===== src/hw/pic_params.svh =====
// Constants for the panel inhibit and silence control block
`ifndef PIC_PARAMS_SVH
`define PIC_PARAMS_SVH

`define PIC_CLK_HZ 100000000
`define PIC_DEBOUNCE_US 10000
`define PIC_DEBOUNCE_CYCLES (`PIC_DEBOUNCE_US * (`PIC_CLK_HZ / 1000000))
`define PIC_TICK_S 1
`define PIC_TICK_CYCLES (`PIC_TICK_S * `PIC_CLK_HZ)
`define PIC_RESOUND_H 24
`define PIC_RESOUND_TICKS (`PIC_RESOUND_H * 3600 / `PIC_TICK_S)

`define PIC_ADDR_CTRL 8'h00
`define PIC_ADDR_STATUS 8'h04
`define PIC_ADDR_INT_STATUS 8'h08
`define PIC_ADDR_INT_MASK 8'h0C

`define PIC_CTRL_KEYS_EN_BIT 0
`define PIC_CTRL_RESET 1'b1
`define PIC_INT_MASK_RESET 4'h0

`define PIC_KEY_MUTE 0
`define PIC_KEY_AUX 1
`define PIC_KEY_NAC 2
`define PIC_KEY_DRILL 3

`define PIC_EV_RESOUND 0
`define PIC_EV_AUX_IGNORED 1
`define PIC_EV_DRILL_IGNORED 2
`define PIC_EV_TIMER_START 3

`define PIC_ST_MUTE 0
`define PIC_ST_AUX_INH 1
`define PIC_ST_NAC_INH 2
`define PIC_ST_DRILL 3
`define PIC_ST_TIMER 4

`endif


===== src/hw/pic_pkg.sv =====
// Types for the panel inhibit and silence control block
package pic_pkg;
	typedef logic [19:0] pic_deb_t;
	typedef logic [26:0] pic_tick_t;
	typedef logic [16:0] pic_hold_t;

	typedef struct packed {
		logic [3:0] sync1;
		logic [3:0] sync2;
		logic [3:0] sync3;
		logic [3:0] key_level;
		logic [3:0][19:0] deb_cnt;
		logic mute;
		logic aux_inh;
		logic nac_inh;
		logic drill;
		pic_tick_t tick_cnt;
		pic_hold_t hold_cnt;
		logic timer_armed;
		logic flash;
		logic keys_en;
		logic [3:0] int_status;
		logic [3:0] int_mask;
		logic irq;
		logic sounder_on;
		logic aux_relay_on;
		logic [3:0] notification_circuit;
		logic mute_led;
		logic aux_inhibit_led;
		logic circuits_inhibited_indicator;
		logic circuit_inhibit_led;
		logic disabled_list_led;
		logic trouble_list_led;
		logic ack_led;
		logic drill_led;
		logic pready;
		logic pslverr;
		logic [31:0] prdata;
	} pic_state_s;
endpackage


===== src/hw/pic_panel_control.sv =====
// Front-panel silence, inhibit and drill control with APB registers
// What this block does
// - Each mute key press inverts the mute flag, which silences the sounder and lights the muted indicator.
// - A mute key press while muted clears the flag, restores the sounder and darkens the muted indicator.
// - A mute still in force 24 hours after an alarm or trouble is cleared automatically so the sounder resounds.
// - Each auxiliary-inhibit key press while the relay is off inverts the inhibit, which holds the relay off and lights its two indicators.
// - While the auxiliary relay is energised, auxiliary-inhibit key presses are ignored.
// - An auxiliary-inhibit press while inhibited lets the relay act again and darkens its two indicators.
// - Each circuit-inhibit key press inverts one flag that blocks all four circuits and lights four indicators.
// - While the circuits are inhibited the acknowledge indicator flashes.
// - A circuit-inhibit press while inhibited re-enables the circuits and darkens four indicators.
// - Each drill key press while the circuits are not inhibited toggles a manual evacuation on or off.
// - While the circuits are inhibited, drill key presses are ignored.
// - The drill indicator is lit exactly while a drill is active.
// - The disabled-list indicator is lit whenever any inhibit is in force.
//
// Chosen here: the APB slave port and the placing of the registers.
`timescale 1ns/100ps
`include "pic_params.svh"

module pic_panel_control
	import pic_pkg::*;
#(
	parameter int unsigned DEBOUNCE_CYCLES = `PIC_DEBOUNCE_CYCLES,
	parameter int unsigned TICK_CYCLES = `PIC_TICK_CYCLES,
	parameter int unsigned RESOUND_TICKS = `PIC_RESOUND_TICKS
) (
	input wire logic clock,
	input wire logic srst,
	input wire logic [3:0] keys,
	input wire logic alarm_event,
	input wire logic trouble_event,
	input wire logic trouble_present,
	input wire logic other_disable,
	input wire logic ack_request,
	input wire logic sounder_request,
	input wire logic aux_request,
	input wire logic [3:0] circuit_request,
	input wire logic psel,
	input wire logic penable,
	input wire logic pwrite,
	input wire logic [7:0] paddr,
	input wire logic [31:0] pwdata,
	output logic [31:0] prdata,
	output logic pready,
	output logic pslverr,
	output logic irq,
	output logic sounder_on,
	output logic aux_relay_on,
	output logic [3:0] notification_circuit,
	output logic mute_led,
	output logic aux_inhibit_led,
	output logic circuits_inhibited_indicator,
	output logic circuit_inhibit_led,
	output logic disabled_list_led,
	output logic trouble_list_led,
	output logic ack_led,
	output logic drill_led
);

	localparam pic_deb_t DEB_LIM = pic_deb_t'(DEBOUNCE_CYCLES - 1);
	localparam pic_tick_t TICK_LIM = pic_tick_t'(TICK_CYCLES - 1);
	localparam pic_hold_t HOLD_LIM = pic_hold_t'(RESOUND_TICKS - 1);

	pic_state_s r;
	pic_state_s next_r;

	function automatic logic addr_mapped(input logic [7:0] a);
		addr_mapped = (a == `PIC_ADDR_CTRL) || (a == `PIC_ADDR_STATUS) ||
			(a == `PIC_ADDR_INT_STATUS) || (a == `PIC_ADDR_INT_MASK);
	endfunction

	always_comb begin
		logic [3:0] press;
		logic [3:0] ev;
		logic [3:0] clr;
		logic tick;
		logic expire;
		logic wr;
		press = 4'h0;
		ev = 4'h0;
		clr = 4'h0;
		tick = 1'b0;
		expire = 1'b0;
		wr = psel && penable && pwrite && r.pready;
		next_r = r;

		// Three-stage synchroniser, then a stable-time debounce per key
		next_r.sync1 = keys;
		next_r.sync2 = r.sync1;
		next_r.sync3 = r.sync2;
		for (int i = 0; i < 4; i++) begin
			if (r.sync2[i] == r.sync3[i] && r.sync3[i] != r.key_level[i]) begin
				if (r.deb_cnt[i] >= DEB_LIM) begin
					next_r.key_level[i] = r.sync3[i];
					next_r.deb_cnt[i] = 20'h00000;
					press[i] = r.sync3[i] & r.keys_en;
				end else begin
					next_r.deb_cnt[i] = r.deb_cnt[i] + 20'h00001;
				end
			end else begin
				next_r.deb_cnt[i] = 20'h00000;
			end
		end

		// One-second time base
		if (r.tick_cnt >= TICK_LIM) begin
			next_r.tick_cnt = 27'h0000000;
			tick = 1'b1;
			next_r.flash = ~r.flash;
		end else begin
			next_r.tick_cnt = r.tick_cnt + 27'h0000001;
		end

		// Resound timer restarts at every alarm or trouble
		if (alarm_event || trouble_event) begin
			next_r.timer_armed = 1'b1;
			next_r.hold_cnt = 17'h00000;
			ev[`PIC_EV_TIMER_START] = 1'b1;
		end else if (r.timer_armed && tick) begin
			if (r.hold_cnt >= HOLD_LIM) begin
				next_r.timer_armed = 1'b0;
				expire = 1'b1;
			end else begin
				next_r.hold_cnt = r.hold_cnt + 17'h00001;
			end
		end

		if (press[`PIC_KEY_MUTE]) begin
			next_r.mute = ~r.mute;
		end else if (expire && r.mute) begin
			next_r.mute = 1'b0;
			ev[`PIC_EV_RESOUND] = 1'b1;
		end

		if (press[`PIC_KEY_AUX]) begin
			if (r.aux_relay_on) begin
				ev[`PIC_EV_AUX_IGNORED] = 1'b1;
			end else begin
				next_r.aux_inh = ~r.aux_inh;
			end
		end

		if (press[`PIC_KEY_NAC]) begin
			next_r.nac_inh = ~r.nac_inh;
		end

		if (press[`PIC_KEY_DRILL]) begin
			if (r.nac_inh) begin
				ev[`PIC_EV_DRILL_IGNORED] = 1'b1;
			end else begin
				next_r.drill = ~r.drill;
			end
		end

		// Registered outputs follow the new flags
		next_r.sounder_on = sounder_request & ~next_r.mute;
		next_r.mute_led = next_r.mute;
		next_r.aux_relay_on = aux_request & ~next_r.aux_inh;
		next_r.aux_inhibit_led = next_r.aux_inh;
		next_r.notification_circuit = (circuit_request | {4{next_r.drill}}) & ~{4{next_r.nac_inh}};
		next_r.circuits_inhibited_indicator = next_r.nac_inh;
		next_r.circuit_inhibit_led = next_r.nac_inh;
		next_r.trouble_list_led = trouble_present | next_r.nac_inh;
		next_r.disabled_list_led = next_r.aux_inh | next_r.nac_inh | other_disable;
		next_r.ack_led = next_r.nac_inh ? next_r.flash : ack_request;
		next_r.drill_led = next_r.drill;

		// APB slave: one wait state, write lands on the completing edge
		if (wr && paddr == `PIC_ADDR_CTRL) begin
			next_r.keys_en = pwdata[`PIC_CTRL_KEYS_EN_BIT];
		end else if (wr && paddr == `PIC_ADDR_INT_STATUS) begin
			clr = pwdata[3:0];
		end else if (wr && paddr == `PIC_ADDR_INT_MASK) begin
			next_r.int_mask = pwdata[3:0];
		end
		// A new event outweighs a clear in the same cycle
		next_r.int_status = (r.int_status & ~clr) | ev;
		next_r.irq = |(next_r.int_status & next_r.int_mask);

		next_r.pready = 1'b0;
		next_r.pslverr = 1'b0;
		next_r.prdata = 32'h00000000;
		// Read data stands only with pready; unmapped offsets read as zero
		if (psel && penable && !r.pready) begin
			next_r.pready = 1'b1;
			next_r.pslverr = ~addr_mapped(paddr);
			if (!pwrite && paddr == `PIC_ADDR_CTRL) begin
				next_r.prdata[`PIC_CTRL_KEYS_EN_BIT] = r.keys_en;
			end else if (!pwrite && paddr == `PIC_ADDR_STATUS) begin
				next_r.prdata[`PIC_ST_MUTE] = r.mute;
				next_r.prdata[`PIC_ST_AUX_INH] = r.aux_inh;
				next_r.prdata[`PIC_ST_NAC_INH] = r.nac_inh;
				next_r.prdata[`PIC_ST_DRILL] = r.drill;
				next_r.prdata[`PIC_ST_TIMER] = r.timer_armed;
			end else if (!pwrite && paddr == `PIC_ADDR_INT_STATUS) begin
				next_r.prdata[3:0] = r.int_status;
			end else if (!pwrite && paddr == `PIC_ADDR_INT_MASK) begin
				next_r.prdata[3:0] = r.int_mask;
			end
		end
	end

	// Keys start enabled and every interrupt starts masked
	always_ff @(posedge clock) begin
		if (srst) begin
			r <= '0;
			r.keys_en <= `PIC_CTRL_RESET;
			r.int_mask <= `PIC_INT_MASK_RESET;
		end else begin
			r <= next_r;
		end
	end

	assign prdata = r.prdata;
	assign pready = r.pready;
	assign pslverr = r.pslverr;
	assign irq = r.irq;
	assign sounder_on = r.sounder_on;
	assign aux_relay_on = r.aux_relay_on;
	assign notification_circuit = r.notification_circuit;
	assign mute_led = r.mute_led;
	assign aux_inhibit_led = r.aux_inhibit_led;
	assign circuits_inhibited_indicator = r.circuits_inhibited_indicator;
	assign circuit_inhibit_led = r.circuit_inhibit_led;
	assign disabled_list_led = r.disabled_list_led;
	assign trouble_list_led = r.trouble_list_led;
	assign ack_led = r.ack_led;
	assign drill_led = r.drill_led;
endmodule


===== config.mk =====
export PLATFORM = sky130hd
export DESIGN_NAME = pic_panel_control
export DESIGN_NICKNAME = d
export VERILOG_FILES = /design/src/hw/pic_pkg.sv /design/src/hw/pic_panel_control.sv
export VERILOG_INCLUDE_DIRS = /design/src /design/src/hw
export SDC_FILE = /design/constraint.sdc
export NUM_CORES = 1
export LEC_CHECK = 0
export BUFFER_PORTS_ARGS = -buffer_cell sky130_fd_sc_hd__buf_2
export CAP_MARGIN = 20
export CELL_PAD_IN_SITES_DETAIL_PLACEMENT = 1
export CELL_PAD_IN_SITES_GLOBAL_PLACEMENT = 1
export CORE_ASPECT_RATIO = 0.7
export CORE_MARGIN = 2
export CORE_UTILIZATION = 25
export CTS_CLUSTER_SIZE = 30
export DETAILED_ROUTE_END_ITERATION = 16
export PLACE_DENSITY = 0.5
export SYNTH_ARGS = -nofsm -noshare
export SYNTH_HDL_FRONTEND = slang
export SYNTH_SLANG_ARGS = --single-unit

===== constraint.sdc =====
create_clock -name clock -period 3.29 [get_ports clock]
set_clock_uncertainty 0.1 [all_clocks]
set_input_delay 0.329 -clock clock [delete_from_list [all_inputs] [get_ports clock]]
set_output_delay 0.329 -clock clock [all_outputs]
set_load 0.02 [all_outputs]

After elaboration in Yosys (flattened, before gate mapping)
Index checks and enable logic that the tools add are counted.
- reductions and logical operators: 42
- bitwise logic cells: 31
- muxes and demuxes: 41
- equal/unequal tests: 11
- magnitude comparators: 6
- add/sub/neg operators: 6
- operators by type and width (operator ; count):
    $add A20 B1 Y20 const B ; 4
    $ge A20 B20 Y1 const B ; 4
    $mux W1 ; 32
    $mux W4 ; 8
    $add A27 B1 Y27 const B ; 1
    $ge A27 B27 Y1 const B ; 1
    $add A17 B1 Y17 const B ; 1
    $ge A17 B17 Y1 const B ; 1
    $logic_and A1 B1 Y1 ; 17
    $eq A8 B4 Y1 const B ; 2
    $not A1 Y1 ; 15
    $reduce_or A3 Y1 ; 5
    $and A4 B4 Y4 ; 3
    $reduce_and A2 Y1 ; 6
    $eq A8 B3 Y1 const B ; 1
    $logic_not A8 Y1 ; 1
    $not A4 Y4 ; 2
    $or A4 B4 Y4 ; 2
    $reduce_or A4 Y1 ; 2
    $and A1 B1 Y1 ; 6
    $reduce_or A2 Y1 ; 3
    $eq A1 B1 Y1 ; 4
    $logic_or A1 B1 Y1 ; 4
    $ne A1 B1 Y1 ; 4
    4 further kinds ; 8
- register bits: 199
- output and inout port bits: 49

Depth between registers and ports, before layout
- word-level depth: 11
- gate-level depth with buffers: 8
- depth with buffers taken out: 7

Worst setup path before layout
Ideal clock, no wire load.
- path type: in2reg
- from: in paddr[1]
- to: reg r, in the netlist irq
- arrival time: 2.138 ns
- library setup time: 0.123 ns
- stages on the path: 6
- buffers on the path: 0
- data required time: 3.067 ns
- slack: 0.928 ns
- path through: or4_1 -> nor4_2 -> mux2i_1 -> o22a_1 -> o31a_1 -> o211ai_2
- cells in the longest elaborated chain, start to end: 9
- elaborated cells on any way between the ends: 16
- classes of those cells: eq/ne (2); mux (5); bitwise (4); reduce/logical (5)
- ends and longest elaborated chain (item ; RTL line ; text):
    start: declaration ; pic_panel_control.sv:42 ; input wire logic [7:0] paddr,
    $eq A8 B4 Y1 (no source line) ; -- ;
    $logic_and A1 B1 Y1 (no source line) ; -- ;
    $mux W4 ; pic_panel_control.sv:172 ; end else if (wr && paddr == `PIC_ADDR_INT_STATUS) begin
    $mux W4 ; pic_panel_control.sv:170 ; if (wr && paddr == `PIC_ADDR_CTRL) begin
    $not A4 Y4 ; pic_panel_control.sv:178 ; next_r.int_status = (r.int_status & ~clr) | ev;
    $and A4 B4 Y4 ; pic_panel_control.sv:178 ;
    $or A4 B4 Y4 ; pic_panel_control.sv:178 ;
    $and A4 B4 Y4 (*) ; pic_panel_control.sv:179 ; next_r.irq = |(next_r.int_status & next_r.int_mask);
    $reduce_or A4 Y1 (*) ; pic_panel_control.sv:179 ;
    end signal: assignment ; pic_panel_control.sv:211 ; r <= next_r;
    end: declaration ; pic_panel_control.sv:65 ; pic_state_s r;
Every way passes the cells marked *; elsewhere a longest branch is shown, timed or not.
A chain may end at the register's enable or synchronous reset.

Worst setup path in the final report
- from: reg r[70] (netlist name)
- to: reg r[70] (netlist name)
- cells in the longest elaborated chain, start to end: 3
- elaborated cells on any way between the ends: 4
- classes of those cells: add/sub (1); order compare (1); bitwise (1); reduce/logical (1)
- ends and longest elaborated chain (item ; RTL line ; text):
    $ge A17 B17 Y1 ; pic_panel_control.sv:121 ; if (r.hold_cnt >= HOLD_LIM) begin
    $not A1 Y1 (no source line) ; -- ;
    $reduce_and A2 Y1 (no source line) ; -- ;
Several ways; a longest one is shown, not always the timed one.

==> run_results.csv <==
group,metric,value,unit
status,outcome,"finished clean",
finish,num-nets-final,989,
timing,worst_pin_slew,0.8512,ns
worst_setup_path,cp.required,3.56,ns
clocking,worst_skew_pair.late_latency,0.44,ns
place,place.gp.congestion,0.6955,
clocking,numCtsBuffers,17,
synth,ys_ff_latch,172,
die,die_w,214.5,um
timing,rsz0062_at_grt,"false",
clocking,cts_tree,"yes",
clocking,root_buffer,"clkbuf_16",
clocking,cts.sinks,172,
route,routed_wirelength,18.64,mm
route,drt-wirelength-per-cell,13.83,um
die,core_area,0.03031,mm^2
synth,syn_area,0.007756,mm^2
worst_setup_path,path_cells,"nor4_1 -> o21ai_0 -> o311ai_4 -> o211ai_4 -> or4_1 -> a21oi_1",
synth,synth.distinct_cells,64,
worst_setup_path,cp_slowest_cell,"or4_1",
worst_setup_path,end_kind,"register",
synth,yosysSeqAreaShare,44.39,%
power,p_leak,3.094,nW
timing,final_hold_viol_count,0,
power,ir_worst_vdd,0.0002962,V
route,dr.pass1.iters,4,
route,drt-initial-drc-count,217,
power,p_total,4.353,mW
worst_setup_path,reg2reg_slack,0.57,ns
die,io_pins,109,
finish,drive_gt1_share,13.25,%
clocking,cts.path.max_buffers,2,
global_routing,antenna_found_initial,0,
worst_setup_path,crit_family,"compound AO/OA/AOI/OAI gates",
synth,syn_inst,876,
route,drcViolationCount,0,
synth,avgSynthCellArea,8.854,um^2
worst_setup_path,critical_path_depth,6,
timing,maxSlewHeadroom,43.25,%
die,core.rowCount,53,
worst_setup_path,critPathMaxFanout,27,
clocking,post_cts_buffers,0,
worst_setup_path,worstReg2RegEnd,"r[70]$_SDFFE_PP0P_",
route,antenna_left,0,
finish,instances_no_fill,1348,
timing,max_freq,367.5,MHz
global_routing,grt_pass1_wl,31.06,mm
clocking,clk_pin_slew,0.07,ns
timing,finalMaxSlewViolations,0,
route,vias,5958,
worst_setup_path,r2r_start,"r[70]$_SDFFE_PP0P_",
die,die-area,0.03247,mm^2
global_routing,grt_use_total,12.12,%
worst_setup_path,arrival,2.99,ns
worst_setup_path,crit_type,"reg -> reg",
synth,async_flop_share,0,%
finish,antenna_cells,0,
synth,ys.flop_type,"dfxtp_1",
worst_setup_path,slowest_delay,0.59,ns
clocking,cts.htree.levels,4,
power,power_density,484.9,mW/mm^2
timing,finalCritPeriodShare,82.71,%
worst_setup_path,cp-endpoint,"r[70]$_SDFFE_PP0P_",
place,placedCellCount,1307,
worst_setup_path,worst-path-buf-inv,0,
timing,setup-tns-final,0,ns
synth,ys.warnings.count,0,
worst_setup_path,crit_path_start,"r[70]$_SDFFE_PP0P_",
worst_setup_path,r2r_cells,6,
route,vias_per_cell,4.420,
clocking,cts_resized,0,
hold_path,hold_path.class,"in -> reg",
finish,syn2layout_area_growth,15.73,%
synth,synth_edf_count,0,
global_routing,overflow,0,
place,port_buffers,53,
flow_run,maxCapViolCount,0,
worst_setup_path,critPathLaunchType,"register",
global_routing,grt_max_degree,28,
timing,setup_viol,0,
global_routing,grt_pass1_vias,5835,
die,die_h,151.4,um
place,hpwlAfterDp,13.38,mm
timing,layout_min_cycle_time,2.721,ns
die,initial_utilization,25.59,%
==> how the worst min path moves through the flow <==
stage | start | endpoint | slack (ns) | cells past startpoint
after floorplan | r[168]$_SDFF_PP0_ | r[168]$_SDFF_PP0_ | 0.31 | 1
after CTS | keys[0] | next_r[196]$_SDFF_PP0_ | 0.03 | 2
after global routing | keys[0] | next_r[196]$_SDFF_PP0_ | 0.03 | 2
after detailed placement | next_r[196]$_SDFF_PP0_ | next_r[192]$_SDFF_PP0_ | 0.33 | 1
final | keys[0] | next_r[196]$_SDFF_PP0_ | 0.05 | 2
after global placement | next_r[198]$_SDFF_PP0_ | next_r[194]$_SDFF_PP0_ | 0.32 | 1
==> layout make-up <==
cell class              count  area, um^2
clock buffers              19       452.9
clock inverters            13       155.1
fillers                  3571       21330
inverters                  20       75.07
multi-input cells         643        3926
flip-flops and latches    172        3443
well taps                 412       515.5
repair buffers             69       407.9
==> metal layers <==
layer / up-vias / routed length [um] / track usage, %
li1: 3060 / - / -
met1: 2831 / 10220 / 17.32
met2: 50 / 7705 / 17.60
met3: 17 / 471 / 2.912
met4: 0 / 245 / 4.375
met5: - / 0 / 0
==> state kept, by name, summed over array words and instances, names as in the netlist <==
register	count
trouble_list_led	1
aux_relay_on	1
r	143
disabled_list_led	1
mute_led	1
sounder_on	1
notification_circuit	4
circuit_inhibit_led	1
aux_inhibit_led	1
pready	1
pslverr	1
next_r	8
ack_led	1
prdata	5
irq	1
drill_led	1
==> per-stage QoR <==
step | setup slack [ns] | cell area, um^2 | hold slack [ns] | utilization, %
detailed placement | 0.5556 | 8278 | 0.3264 | 27.32
finish | 0.5690 | 8976 | 0.04606 | 29.62
floorplan | 0.9285 | 7854 | 0.3129 | -
global route | 0.3015 | 8976 | 0.03388 | 29.62
global placement | 0.6216 | 8278 | 0.3202 | 27.32
CTS | 0.5267 | 8976 | 0.02535 | 29.62
==> Yosys cell counts (13+ instances only) <==
cell type,number,area [um^2]
o21ai_0,15,75.07
nor3_1,19,95.09
dfxtp_1,172,3443
a21oi_1,27,135.1
and4_1,13,113.9
nand3_1,40,200.2
xor2_1,57,499.2
nor2_1,143,536.8
nor2b_1,21,131.4
nand2_1,52,195.2
xnor2_1,40,350.3
nand4_1,28,175.2
and3_1,17,106.4
inv_1,20,75.07
buf_4,37,277.8
clkbuf_1,25,93.84
==> kinds of logic after synthesis <==
kind of cell	share of synthesized area, %
muxes	1.774
xor gates and xnor gates	10.95
adders and majority gates	0.9679
and+or+nand+nor	26.67
AOI/OAI and AO/OA	8.905
other	0.04835
buffers and inverters	6.291
DFF	44.39
==> cell usage in the layout (no fill, tap or decap), types with 8 or more instances in the layout <==
master and n:
a21oi_1 27, and3_1 17, and4_1 13, buf_2 53, clkbuf_16 17, conb_1 27, dfxtp_1 172, dlygate4sd3_1 9
inv_1 20, nand2_1 52, nand3_1 40, nand4_1 28, nor2_1 143, nor2_2 12, nor2b_1 21, nor3_1 19
o21a_1 8, o21ai_0 14, o31ai_1 10, or3_1 12, or4_1 11, xnor2_1 40, xor2_1 57
==> where the power goes <==
group          internal (mW)  leakage, nW  switching, mW
clock network           1.18        0.296          0.930
registers               2.10         1.39         0.0126
logic                 0.0450         1.41         0.0876
==> repair_timing <==
action                                 CTS  global route
endpoints found under the hold margin    9             0
setup endpoints to repair                0             0
hold buffers                             9             0
(Power assumes the default switching activity.)
